===== src/idsr_params.svh =====
// Constants of the idle-state residency counter block: register offsets, field positions,
// reset values and idle depth codes.
// Assumes inclusion by bare name from any file that needs them; holds definitions only.
`ifndef IDSR_PARAMS_SVH
`define IDSR_PARAMS_SVH

// Register indices; the byte address of a low word is four times the index
`define IDSR_IDX_PKG_DEPTH3       12'h03F8
`define IDSR_IDX_PKG_DEPTH6       12'h03F9
`define IDSR_IDX_PKG_DEPTH7       12'h03FA
`define IDSR_IDX_CORE_DEPTH3      12'h03FC
`define IDSR_IDX_CORE_DEPTH6      12'h03FD
`define IDSR_IDX_CORE_DEPTH7      12'h03FE

// Upper halves of the counters sit at the low-word address plus this offset
`define IDSR_HI_HALF_OFFSET       14'h1000
// Core selection and live status words
`define IDSR_ADDR_CORE_SELECT     14'h2000
`define IDSR_ADDR_STATUS          14'h2004
`define IDSR_ADDR_WIDTH           14

// Field positions of the status word
`define IDSR_STAT_PKG_LSB         0
`define IDSR_STAT_CORE_LSB        4
`define IDSR_STAT_SEL_LSB         8

// Reset values
`define IDSR_COUNT_RESET          64'h0000_0000_0000_0000
`define IDSR_CORE_SELECT_RESET    1'h0

// Block geometry
`define IDSR_NUM_CORES            2
`define IDSR_NUM_DEPTHS           3
`define IDSR_NUM_COUNTERS         9
`define IDSR_DEPTH_CODE_WIDTH     3

// Processor-internal idle depth codes
`define IDSR_DEPTH_THREE          3'h3
`define IDSR_DEPTH_SIX            3'h6
`define IDSR_DEPTH_SEVEN          3'h7

`endif


===== src/idsr_pkg.sv =====
// Types shared by the idle-state residency counter block.
// Assumes idsr_params.svh for sizes; nothing is imported by users.
`include "idsr_params.svh"

package idsr_pkg;

	// One residency count, one time-stamp tick per unit
	typedef logic [63:0] idsr_count_type;

	// Processor-internal idle depth code
	typedef logic [`IDSR_DEPTH_CODE_WIDTH-1:0] idsr_depth_type;

	// Bus answer codes
	typedef enum logic [1:0]
	{
		IDSR_RESP_OKAY   = 2'h0,
		IDSR_RESP_SLVERR = 2'h2,
		IDSR_RESP_DECERR = 2'h3
	} idsr_resp_type;

endpackage : idsr_pkg


===== src/idsr_cnt_if.sv =====
// Carrier between the register front end and the counter bank.
// Assumes one clock domain; the front end drives tick and activity, the bank returns counts.
`timescale 1ns/100ps
`default_nettype none
`include "idsr_params.svh"

interface idsr_cnt_if;

	logic                                        tick;   // Time-stamp tick enable
	logic [`IDSR_NUM_COUNTERS-1:0]               active; // Idle condition per counter
	idsr_pkg::idsr_count_type                    value [`IDSR_NUM_COUNTERS]; // Counts

	modport bank
	(
		input  tick,
		input  active,
		output value
	);

	modport ctrl
	(
		output tick,
		output active,
		input  value
	);

endinterface : idsr_cnt_if

`default_nettype wire


===== src/idsr_counter_bank.sv =====
// Bank of free-running 64-bit residency counters.
// Assumes tick and activity come from logic on aclk; reset is synchronous, active low.
`timescale 1ns/100ps
`default_nettype none
`include "idsr_params.svh"

module idsr_counter_bank
(
	input  wire logic aclk,    // Block clock
	input  wire logic aresetn, // Synchronous reset, active low
	idsr_cnt_if.bank  cnt      // Tick, activity and counts
);

	genvar i;

	// One counter per idle condition; the value is a flop, so reads see a settled count
	generate
		for (i = 0; i < `IDSR_NUM_COUNTERS; i = i + 1)
		begin : g_count
			always_ff @(posedge aclk)
			begin
				if (!aresetn)
					cnt.value[i] <= `IDSR_COUNT_RESET;
				else if (cnt.tick && cnt.active[i])
					cnt.value[i] <= cnt.value[i] + 64'h0000_0000_0000_0001;
			end
		end
	endgenerate

endmodule : idsr_counter_bank

`default_nettype wire


===== src/idsr_top.sv =====
// Idle-state residency counters behind an AXI4-Lite slave.
// Assumes depth codes and the time-stamp tick come from logic on aclk, so no synchroniser.
// Contract
// - Package depth-three counter advances only while package is in depth three.
// - Package depth-six counter advances only while package is in depth six.
// - Package depth-seven counter advances only while package is in depth seven.
// - Each core has a depth-three counter advancing only in its own depth three.
// - Each core has a depth-six counter advancing only in its own depth six.
// - Each core has a depth-seven counter advancing only in its own depth seven.
// - Counters step once per time-stamp tick while their idle condition holds.
// - Reads return the full 64-bit count; software writes cannot change it.
// - Reset clears every counter so values count from the latest reset.
// - Per-core counters are read-only 64-bit registers, full width on reads.
// - Depths use the processor's internal state codes, not hint or OS numbering.
//
// Implementation choice: register access over AXI4-Lite.
`timescale 1ns/100ps
`default_nettype none
`include "idsr_params.svh"

module idsr_top
(
	input  wire logic                                        aclk,             // Clock, 25 MHz
	input  wire logic                                        aresetn,          // Sync reset, low
	input  wire logic                                        time_stamp_tick,  // Tick enable
	input  wire logic [`IDSR_DEPTH_CODE_WIDTH-1:0]           package_depth,    // Package depth
	input  wire logic [`IDSR_NUM_CORES*`IDSR_DEPTH_CODE_WIDTH-1:0] core_depth, // Per-core depths
	input  wire logic [`IDSR_ADDR_WIDTH-1:0]                 s_axi_awaddr,     // Write address
	input  wire logic [2:0]                                  s_axi_awprot,     // Unused
	input  wire logic                                        s_axi_awvalid,    // Address valid
	output var  logic                                        s_axi_awready,    // Address taken
	input  wire logic [31:0]                                 s_axi_wdata,      // Write data
	input  wire logic [3:0]                                  s_axi_wstrb,      // Byte enables
	input  wire logic                                        s_axi_wvalid,     // Data valid
	output var  logic                                        s_axi_wready,     // Data taken
	output var  logic [1:0]                                  s_axi_bresp,      // Write answer
	output var  logic                                        s_axi_bvalid,     // Answer valid
	input  wire logic                                        s_axi_bready,     // Answer taken
	input  wire logic [`IDSR_ADDR_WIDTH-1:0]                 s_axi_araddr,     // Read address
	input  wire logic [2:0]                                  s_axi_arprot,     // Unused
	input  wire logic                                        s_axi_arvalid,    // Address valid
	output var  logic                                        s_axi_arready,    // Address taken
	output var  logic [31:0]                                 s_axi_rdata,      // Read data
	output var  logic [1:0]                                  s_axi_rresp,      // Read answer
	output var  logic                                        s_axi_rvalid,     // Data valid
	input  wire logic                                        s_axi_rready      // Data taken
);

	localparam int NREG = 6;

	// Word addresses of the low halves, in counter-register order
	localparam logic [`IDSR_ADDR_WIDTH-1:0] LO_ADDR [NREG] = '{
		{`IDSR_IDX_PKG_DEPTH3, 2'h0},
		{`IDSR_IDX_PKG_DEPTH6, 2'h0},
		{`IDSR_IDX_PKG_DEPTH7, 2'h0},
		{`IDSR_IDX_CORE_DEPTH3, 2'h0},
		{`IDSR_IDX_CORE_DEPTH6, 2'h0},
		{`IDSR_IDX_CORE_DEPTH7, 2'h0}
	};

	idsr_cnt_if cnt ();

	// Counter bank
	idsr_counter_bank u_bank
	(
		.aclk    (aclk),
		.aresetn (aresetn),
		.cnt     (cnt)
	);

	// Idle conditions and core selection
	logic                                  core_select_r;
	logic [`IDSR_NUM_COUNTERS-1:0]         active;
	idsr_pkg::idsr_depth_type              sel_core_depth;

	// Write path state
	logic                                  aw_held_r;
	logic                                  w_held_r;
	logic [`IDSR_ADDR_WIDTH-1:0]           waddr_r;
	logic [31:0]                           wdata_r;
	logic [3:0]                            wstrb_r;
	idsr_pkg::idsr_resp_type               wresp_nxt;

	// Read path state
	logic [31:0]                           rdata_nxt;
	idsr_pkg::idsr_resp_type               rresp_nxt;
	logic [31:0]                           snap_hi_r [NREG];
	logic [NREG-1:0]                       lo_hit;
	logic [NREG-1:0]                       hi_hit;
	idsr_pkg::idsr_count_type              reg_value [NREG];
	logic [31:0]                           status_word;

	// Handshake events and decoded targets
	logic                                  ar_take;
	logic                                  aw_take;
	logic                                  w_take;
	logic                                  wr_commit;
	logic [NREG-1:0]                       wr_cnt_hit;
	logic                                  sel_rd_hit;
	logic                                  stat_rd_hit;
	logic                                  sel_wr_hit;
	logic                                  stat_wr_hit;

	genvar c;

	// Package counters compare the raw internal depth code; no hint translation is done
	assign active[0] = (package_depth == `IDSR_DEPTH_THREE);
	assign active[1] = (package_depth == `IDSR_DEPTH_SIX);
	assign active[2] = (package_depth == `IDSR_DEPTH_SEVEN);

	// Each core owns three counters, indexed from three upward
	generate
		for (c = 0; c < `IDSR_NUM_CORES; c = c + 1)
		begin : g_core
			assign active[3+3*c] = (core_depth[3*c +: 3] == `IDSR_DEPTH_THREE);
			assign active[4+3*c] = (core_depth[3*c +: 3] == `IDSR_DEPTH_SIX);
			assign active[5+3*c] = (core_depth[3*c +: 3] == `IDSR_DEPTH_SEVEN);
		end
	endgenerate

	// Tick drives every counter directly, so one count is one tick
	assign cnt.tick   = time_stamp_tick;
	assign cnt.active = active;

	// One name per address and write-data handshake, so every process on those channels tests the same condition
	assign ar_take   = s_axi_arvalid && s_axi_arready;
	assign aw_take   = s_axi_awvalid && s_axi_awready;
	assign w_take    = s_axi_wvalid && s_axi_wready;
	// A write commits once both halves are held and the previous answer has gone
	assign wr_commit = aw_held_r && w_held_r && !s_axi_bvalid;

	// Control words decoded once for the read and the write side
	assign sel_rd_hit  = (s_axi_araddr == `IDSR_ADDR_CORE_SELECT);
	assign stat_rd_hit = (s_axi_araddr == `IDSR_ADDR_STATUS);
	assign sel_wr_hit  = (waddr_r == `IDSR_ADDR_CORE_SELECT);
	assign stat_wr_hit = (waddr_r == `IDSR_ADDR_STATUS);

	// Register view: package counters fixed, core counters through the selected core
	always_comb
	begin
		reg_value[0] = cnt.value[0];
		reg_value[1] = cnt.value[1];
		reg_value[2] = cnt.value[2];
		if (core_select_r)
		begin
			reg_value[3] = cnt.value[6];
			reg_value[4] = cnt.value[7];
			reg_value[5] = cnt.value[8];
		end
		else
		begin
			reg_value[3] = cnt.value[3];
			reg_value[4] = cnt.value[4];
			reg_value[5] = cnt.value[5];
		end
	end

	// Depth of the selected core, shown in the status word
	assign sel_core_depth = core_select_r ? core_depth[5:3] : core_depth[2:0];

	// Address hits of the counter words; the write side looks at the held address
	generate
		for (c = 0; c < NREG; c = c + 1)
		begin : g_hit
			assign lo_hit[c] = (s_axi_araddr == LO_ADDR[c]);
			assign hi_hit[c] = (s_axi_araddr == LO_ADDR[c] + `IDSR_HI_HALF_OFFSET);
			assign wr_cnt_hit[c] = (waddr_r == LO_ADDR[c]) || (waddr_r == LO_ADDR[c] + `IDSR_HI_HALF_OFFSET);
		end
	endgenerate

	// Upper halves are caught when the low half is read, so a low-then-high pair is coherent
	generate
		for (c = 0; c < NREG; c = c + 1)
		begin : g_snap
			always_ff @(posedge aclk)
			begin
				if (!aresetn)
					snap_hi_r[c] <= 32'h0000_0000;
				else if (ar_take && lo_hit[c])
					snap_hi_r[c] <= reg_value[c][63:32];
			end
		end
	endgenerate

	// Live status word; raw depth codes, so software sees the internal numbering
	always_comb
	begin
		status_word                           = 32'h0000_0000;
		status_word[`IDSR_STAT_PKG_LSB +: 3]  = package_depth;
		status_word[`IDSR_STAT_CORE_LSB +: 3] = sel_core_depth;
		status_word[`IDSR_STAT_SEL_LSB]       = core_select_r;
	end

	// Read decode; a high half read alone returns the last snapshot, zero after reset
	always_comb
	begin
		rdata_nxt = 32'h0000_0000;
		rresp_nxt = idsr_pkg::IDSR_RESP_DECERR;
		for (int k = 0; k < NREG; k = k + 1)
		begin
			if (lo_hit[k])
			begin
				rdata_nxt = reg_value[k][31:0];
				rresp_nxt = idsr_pkg::IDSR_RESP_OKAY;
			end
			if (hi_hit[k])
			begin
				rdata_nxt = snap_hi_r[k];
				rresp_nxt = idsr_pkg::IDSR_RESP_OKAY;
			end
		end
		if (sel_rd_hit)
		begin
			rdata_nxt = {31'h0000_0000, core_select_r};
			rresp_nxt = idsr_pkg::IDSR_RESP_OKAY;
		end
		if (stat_rd_hit)
		begin
			rdata_nxt = status_word;
			rresp_nxt = idsr_pkg::IDSR_RESP_OKAY;
		end
	end

	// Read address channel: one read outstanding, ready drops while the answer waits
	always_ff @(posedge aclk)
	begin
		if (!aresetn)
			s_axi_arready <= 1'b0;
		else if (ar_take)
			s_axi_arready <= 1'b0;
		else if (!s_axi_rvalid)
			s_axi_arready <= 1'b1;
	end

	// Read answer valid: set right after the address is taken, held until the master takes it
	always_ff @(posedge aclk)
	begin
		if (!aresetn)
			s_axi_rvalid <= 1'b0;
		else if (ar_take)
			s_axi_rvalid <= 1'b1;
		else if (s_axi_rready)
			s_axi_rvalid <= 1'b0;
	end

	// Read payload: captured only on the taking edge, so it stands unchanged while rvalid waits
	always_ff @(posedge aclk)
	begin
		if (!aresetn)
		begin
			s_axi_rdata <= 32'h0000_0000;
			s_axi_rresp <= 2'h0;
		end
		else if (ar_take)
		begin
			s_axi_rdata <= rdata_nxt;
			s_axi_rresp <= rresp_nxt;
		end
	end

	// Write address capture; either channel may arrive first
	// Ready stays low while an answer is pending, so at most one write is in flight
	always_ff @(posedge aclk)
	begin
		if (!aresetn)
		begin
			aw_held_r     <= 1'b0;
			waddr_r       <= '0;
			s_axi_awready <= 1'b0;
		end
		else if (aw_take)
		begin
			aw_held_r     <= 1'b1;
			waddr_r       <= s_axi_awaddr;
			s_axi_awready <= 1'b0;
		end
		else if (wr_commit)
			aw_held_r <= 1'b0;
		else if (!aw_held_r && !s_axi_bvalid)
			s_axi_awready <= 1'b1;
	end

	// Write data capture
	always_ff @(posedge aclk)
	begin
		if (!aresetn)
		begin
			w_held_r     <= 1'b0;
			wdata_r      <= 32'h0000_0000;
			wstrb_r      <= 4'h0;
			s_axi_wready <= 1'b0;
		end
		else if (w_take)
		begin
			w_held_r     <= 1'b1;
			wdata_r      <= s_axi_wdata;
			wstrb_r      <= s_axi_wstrb;
			s_axi_wready <= 1'b0;
		end
		else if (wr_commit)
			w_held_r <= 1'b0;
		else if (!w_held_r && !s_axi_bvalid)
			s_axi_wready <= 1'b1;
	end

	// Write decode: counters refuse writes with a slave error, so software cannot alter them
	always_comb
	begin
		wresp_nxt = idsr_pkg::IDSR_RESP_DECERR;
		if (|wr_cnt_hit)
			wresp_nxt = idsr_pkg::IDSR_RESP_SLVERR;
		if (sel_wr_hit)
			wresp_nxt = idsr_pkg::IDSR_RESP_OKAY;
		if (stat_wr_hit)
			wresp_nxt = idsr_pkg::IDSR_RESP_SLVERR;
	end

	// Core selection steers which core's counters the per-core registers show
	always_ff @(posedge aclk)
	begin
		if (!aresetn)
			core_select_r <= `IDSR_CORE_SELECT_RESET;
		else if (wr_commit && sel_wr_hit && wstrb_r[0])
			core_select_r <= wdata_r[0];
	end

	// Write answer valid once both halves are in; held until the master takes it
	always_ff @(posedge aclk)
	begin
		if (!aresetn)
			s_axi_bvalid <= 1'b0;
		else if (wr_commit)
			s_axi_bvalid <= 1'b1;
		else if (s_axi_bready)
			s_axi_bvalid <= 1'b0;
	end

	// Write answer code, fixed at the commit edge so it cannot change while bvalid stands
	always_ff @(posedge aclk)
	begin
		if (!aresetn)
			s_axi_bresp <= 2'h0;
		else if (wr_commit)
			s_axi_bresp <= wresp_nxt;
	end

endmodule : idsr_top

`default_nettype wire


===== config.mk =====
export PLATFORM = sky130hd
export DESIGN_NAME = idsr_top
export DESIGN_NICKNAME = d
export VERILOG_FILES = /design/src/idsr_pkg.sv /design/src/idsr_cnt_if.sv /design/src/idsr_counter_bank.sv /design/src/idsr_top.sv
export VERILOG_INCLUDE_DIRS = /design/src
export SDC_FILE = /design/constraint.sdc
export NUM_CORES = 2
export LEC_CHECK = 0
export BUFFER_PORTS_ARGS = -buffer_cell sky130_fd_sc_hd__buf_2
export CAP_MARGIN = 25
export CORE_UTILIZATION = 35
export CTS_BUF_LIST = sky130_fd_sc_hd__clkbuf_4
export DETAILED_ROUTE_END_ITERATION = 16
export MAX_ROUTING_LAYER = met4
export PLACE_DENSITY = 0.56
export SYNTH_ARGS = -nofsm -noshare
export SYNTH_HDL_FRONTEND = slang
export SYNTH_SLANG_ARGS = --single-unit
export TNS_END_PERCENT = 10

===== constraint.sdc =====
create_clock -name aclk -period 5.1 [get_ports aclk]
set_input_delay 1.02 -clock aclk [delete_from_list [all_inputs] [get_ports aclk]]
set_output_delay 1.02 -clock aclk [all_outputs]
set_load 0.005 [all_outputs]

After elaboration in Yosys (flattened, before gate mapping) --
Memories as Yosys holds them, arrays and structs flattened. Cells that the tools add are included.
Operators by class: reduce and logical (&&, ||, !) cells 43, bitwise operators 8, muxes and demuxes 65, $add $sub $neg 9, eq/ne operators 37
Operators with widths (number):
- $mux 32 | 20
- $add 64x1->64 const B | 9
- $mux 192 | 1
- $eq 14x12->1 const B | 12
- $eq 14x13->1 const B | 12
- $eq 14x14->1 const B | 4
- $mux 2 | 16
- $mux 1 | 27
- $logic_and 1x1->1 | 24
- $eq 3x3->1 const B | 6
- $eq 3x2->1 const B | 3
- $reduce_bool 2->1 | 4
- $logic_or 1x1->1 | 6
- $or 1x1->1 | 6
- $reduce_or 2->1 | 3
- $reduce_or 6->1 | 1
- $reduce_and 2->1 | 2
- $logic_not 1->1 | 3
- $mux 3 | 1
- $not 1->1 | 2
Word-level totals: memory bits (writable) 192, memories 1, flip-flop bits (word level) 636
Memories:
- snap_hi_r | depth 6, width 32, read ports 6, clocked after memory_dff 0, write ports 6, line idsr_top.sv:87 | logic [31:0] snap_hi_r [NREG];

Longest topological paths before layout --
depth in word-level cells 15, gate-level depth with buffers 10, depth with buffers taken out 7

By module --
A second synthesis with hierarchy kept.
Second synthesis, totals: cell total of the unflattened synthesis 4908, area, all modules 42577.1 um^2
By module, submodules not included:
- idsr_counter_bank | area an instance 26994.6 um^2, cells an instance 3298, instances 1
- idsr_top | area an instance 15582.4 um^2, cells an instance 1610, instances 1

Least setup slack after synthesis --
Ideal clock, no wire load.
path type in2reg, start point input s_axi_araddr[3], end point memory snap_hi_r[5][0], enable pin, path slack -0.180 ns, setup time 0.466 ns, stages 5, arrival time 4.814 ns, required time 4.634 ns, cell sequence clkbuf_1 nor4b_1 nand4_1 clkbuf_1 o21ai_0
RTL lines:
- from (decl) | line idsr_top.sv:39 | input wire logic [`IDSR_ADDR_WIDTH-1:0] s_axi_araddr,
- to (decl) | line idsr_top.sv:87

Worst setup path in the final report --
start point register u_bank.cnt.value[455], end point register u_bank.cnt.value[499]
Between the ends: word-level cells in the longest chain between the ends 1
Ends and longest elaborated chain:
- from (decl) | line idsr_cnt_if.sv:17 | output value
- from (signal, indexed assignment) | line idsr_counter_bank.sv:23 | cnt.value[i] <= `IDSR_COUNT_RESET;
- from (signal, indexed assignment) | line idsr_counter_bank.sv:25 | cnt.value[i] <= cnt.value[i] + 64'h0000_0000_0000_0001;
- $add 64x1->64 | line idsr_counter_bank.sv:25
No other way between the ends. A chain may end at the register's enable or synchronous reset.

==> results.cfg <==
[run_status]
outcome = complete, no violations

[floorplan]
coreArea_um2 = 115000
floorplan.initialDensity = 0.355
die_y_um = 343
fp.dieArea_um2 = 118000
num_rows = 124
die_w_um = 343
io_pins = 128

[sta]
worst_slew_pin_slew_ps = 1080
tns_ps = 0
relSlewSlack = 0.274
fmax_mhz = 311
setup_viol = 0
hold_violations = 0
fin_ws_ps = 1880
period_share = 0.631
fin_skew_ps = 89.2
min_period_ps = 3220
rsz0062_at_grt = false
maxSlewViolCount = 0

[drt]
wirelength_mm = 135
drc = 0
firstDrtPassIters = 7
route.antenna.remaining_nets = 0
drt_iter0_drc = 3456
avgRoutedWirePerCell_um = 20.8
viasPerCell = 5.47
vias = 35412

[placement]
finalWeightedCongestion = 0.970
io_buffers = 87
place_inst = 6025
place_hpwl_mm = 96.2
dp_worst_setup_slack_ps = 1120

[global_route]
grtUsageTotal = 0.232
grt_pass1_wl_mm = 202
overflow = 0
grt_max_degree = 166
grt_antenna_before_repair = 12
grt_pass1_vias = 32290

[finish]
fillCellCount = 11672
layout_common_cells = 701 x nor2_1, 634 x dfxtp_1, 363 x clkbuf_4, 349 x nand2_1, 275 x xnor2_1
nNetsFinal = 4849
drive_gt1_frac = 0.126
layout_commonest_cell = nor2_1
synthToLayoutAreaGrowth_pct = 13.0
instances_no_fill = 6478

[critical_path]
cp_max_fo = 13
setup.worst_path.end_class = flop
crit_chain = nand4_1, nor4_2, nand4_1, nor4_1, xnor2_1, nor2_1
crit_family = simple AND/OR/NAND/NOR gates
required_ps = 6100
critPathLaunchType = flop
arrival_ps = 4220
cp_slowest_cell = nor4_2
crit_top_cell = nand4_1
worst-r2r-cell-count = 6
setup.worst_path.class = reg2reg
crit_buf_inv = 0
slowest_delay_ps = 840
crit_cells = 6

[min_path]
hold_depth = 3
hold_class = in2reg

[pwr]
power.leakage_nw = 14.8
pwr-share-clk = 0.464
ir_drop_v = 0.000204
p_sw_frac = 0.251
powerDensity_nw_per_um2 = 297
pwr-share-comb = 0.032
pwr-share-seq = 0.504
power.net_switching_mw = 3.43
p_int_mw = 10.2

[run]
cap_violations = 0

[clock_tree]
clkTransAtPathRegs_ps = 60
cts_setup_buffers = 0
cts_max_path_buffers = 3
cts_tree = done
cts_sinks = 827
numCtsBuffers = 228
clk_latency_ps = 1240
clock-root-buffer = clkbuf_4
htreeDepth = 4

[logic_synthesis]
synth-edff-count = 192
synth_nets = 4713
syn_area_um2 = 40700
syn-instance-count = 4617
async_flop_share = 0
ys.flop_type = dfxtp_1
synth_seq_cells = 827
yosysWarnings = 0
synth_cell_types = 74
yosysSeqAreaShare = 0.454
avgSynthCellArea_um2 = 8.82
[synthesized netlist by cell type, drive strengths merged, types with 154 or more instances]
cell | count | area share
nor2 | 704 | 0.065
dfxtp | 635 | 0.31
nand2 | 349 | 0.032
xnor2 | 275 | 0.059
clkbuf | 227 | 0.021
mux2i | 225 | 0.055
nand3 | 221 | 0.027
edfxtp | 192 | 0.14
xor2 | 190 | 0.041
nor3 | 177 | 0.022
nand4 | 175 | 0.027
a21oi | 166 | 0.020
o21ai | 154 | 0.019
[per-stage QoR]
stage | hold slack (ps) | instance area, um^2 | power, mW | util
2_1_floorplan | 436 | 40700 | 7.20 | -
3_3_place_gp | 446 | 42700 | 7.44 | 0.372
3_5_place_dp | 450 | 42800 | 7.44 | 0.373
4_1_cts | 0.711 | 45900 | 13.8 | 0.400
5_1_grt | 40.0 | 46000 | 14.2 | 0.400
6_report | 118 | 46000 | 13.7 | 0.400
[metal layers]
metal / global-route usage / up-vias / part of all wire
li1: - / 16878 / -
met1: 0.326 / 16979 / 0.47
met2: 0.324 / 1319 / 0.42
met3: 0.0479 / 236 / 0.084
met4: 0.0863 / 0 / 0.031
met5: - / - / 0
[flip-flops by register name (all words and copies together) (netlist names)]
signal and count:
aw_held_r 1, core_select_r 1, s_axi_arready 1, s_axi_awready 1, s_axi_bresp 2, s_axi_bvalid 1, s_axi_rdata 32, s_axi_rresp 1
s_axi_rvalid 1, s_axi_wready 1, snap_hi_r 192, u_bank.cnt.value 576, w_held_r 1, waddr_r 14, wdata_r 1, wstrb_r 1
[kinds of logic after synthesis]
logic type      synth area share
simple gates               0.266
mux                       0.0628
compound gates            0.0802
flops                      0.454
fa+ha+maj                0.00277
buf+inv                   0.0340
xor+xnor                   0.100
[layout make-up]
cell class / instances / area, um^2 / area share
Multi-Input combinational cell: 3429 / 20900 / 0.455
Sequential cell: 827 / 18500 / 0.402
Clock buffer: 363 / 2730 / 0.0593
Tap cell: 1512 / 1890 / 0.0411
Timing Repair Buffer: 171 / 1190 / 0.0259
Inverter: 96 / 368 / 0.00800
Clock inverter: 61 / 333 / 0.00724
Antenna cell: 19 / 47.5 / 0.00103
[power groups by stage]
stage	clock network, mW	registers, mW	logic, mW
finish	6.34	6.88	0.434
global route	6.84	6.88	0.459
CTS	6.50	6.87	0.425
detailed placement	0	7.02	0.418
global placement	0	7.02	0.417
floorplan	0	6.96	0.241
[path summary, 6_finish.rpt]
kind	from	to	slack, ps
hold / removal	s_axi_awaddr[7]	waddr_r[7]	120
setup reg to reg	u_bank.cnt.value[455]	u_bank.cnt.value[499]	1880
hold reg to reg	wdata_r[0]	wdata_r[0]	450
setup / recovery	u_bank.cnt.value[455]	u_bank.cnt.value[499]	1880
[tightest hold or removal path: stages]
cell,delay [ps]
buf_2,100
nand2_1,50
a21oi_1,50
[timing repair]
| item | CTS | global route |
|---|---|---|
| hold endpoints to repair | 10 | 0 |
| endpoints found under the setup margin | 0 | 0 |
| gates resized for setup | 0 | 0 |
| hold buffers | 10 | 0 |
Note: power is estimated with default switching activity, not from simulation.
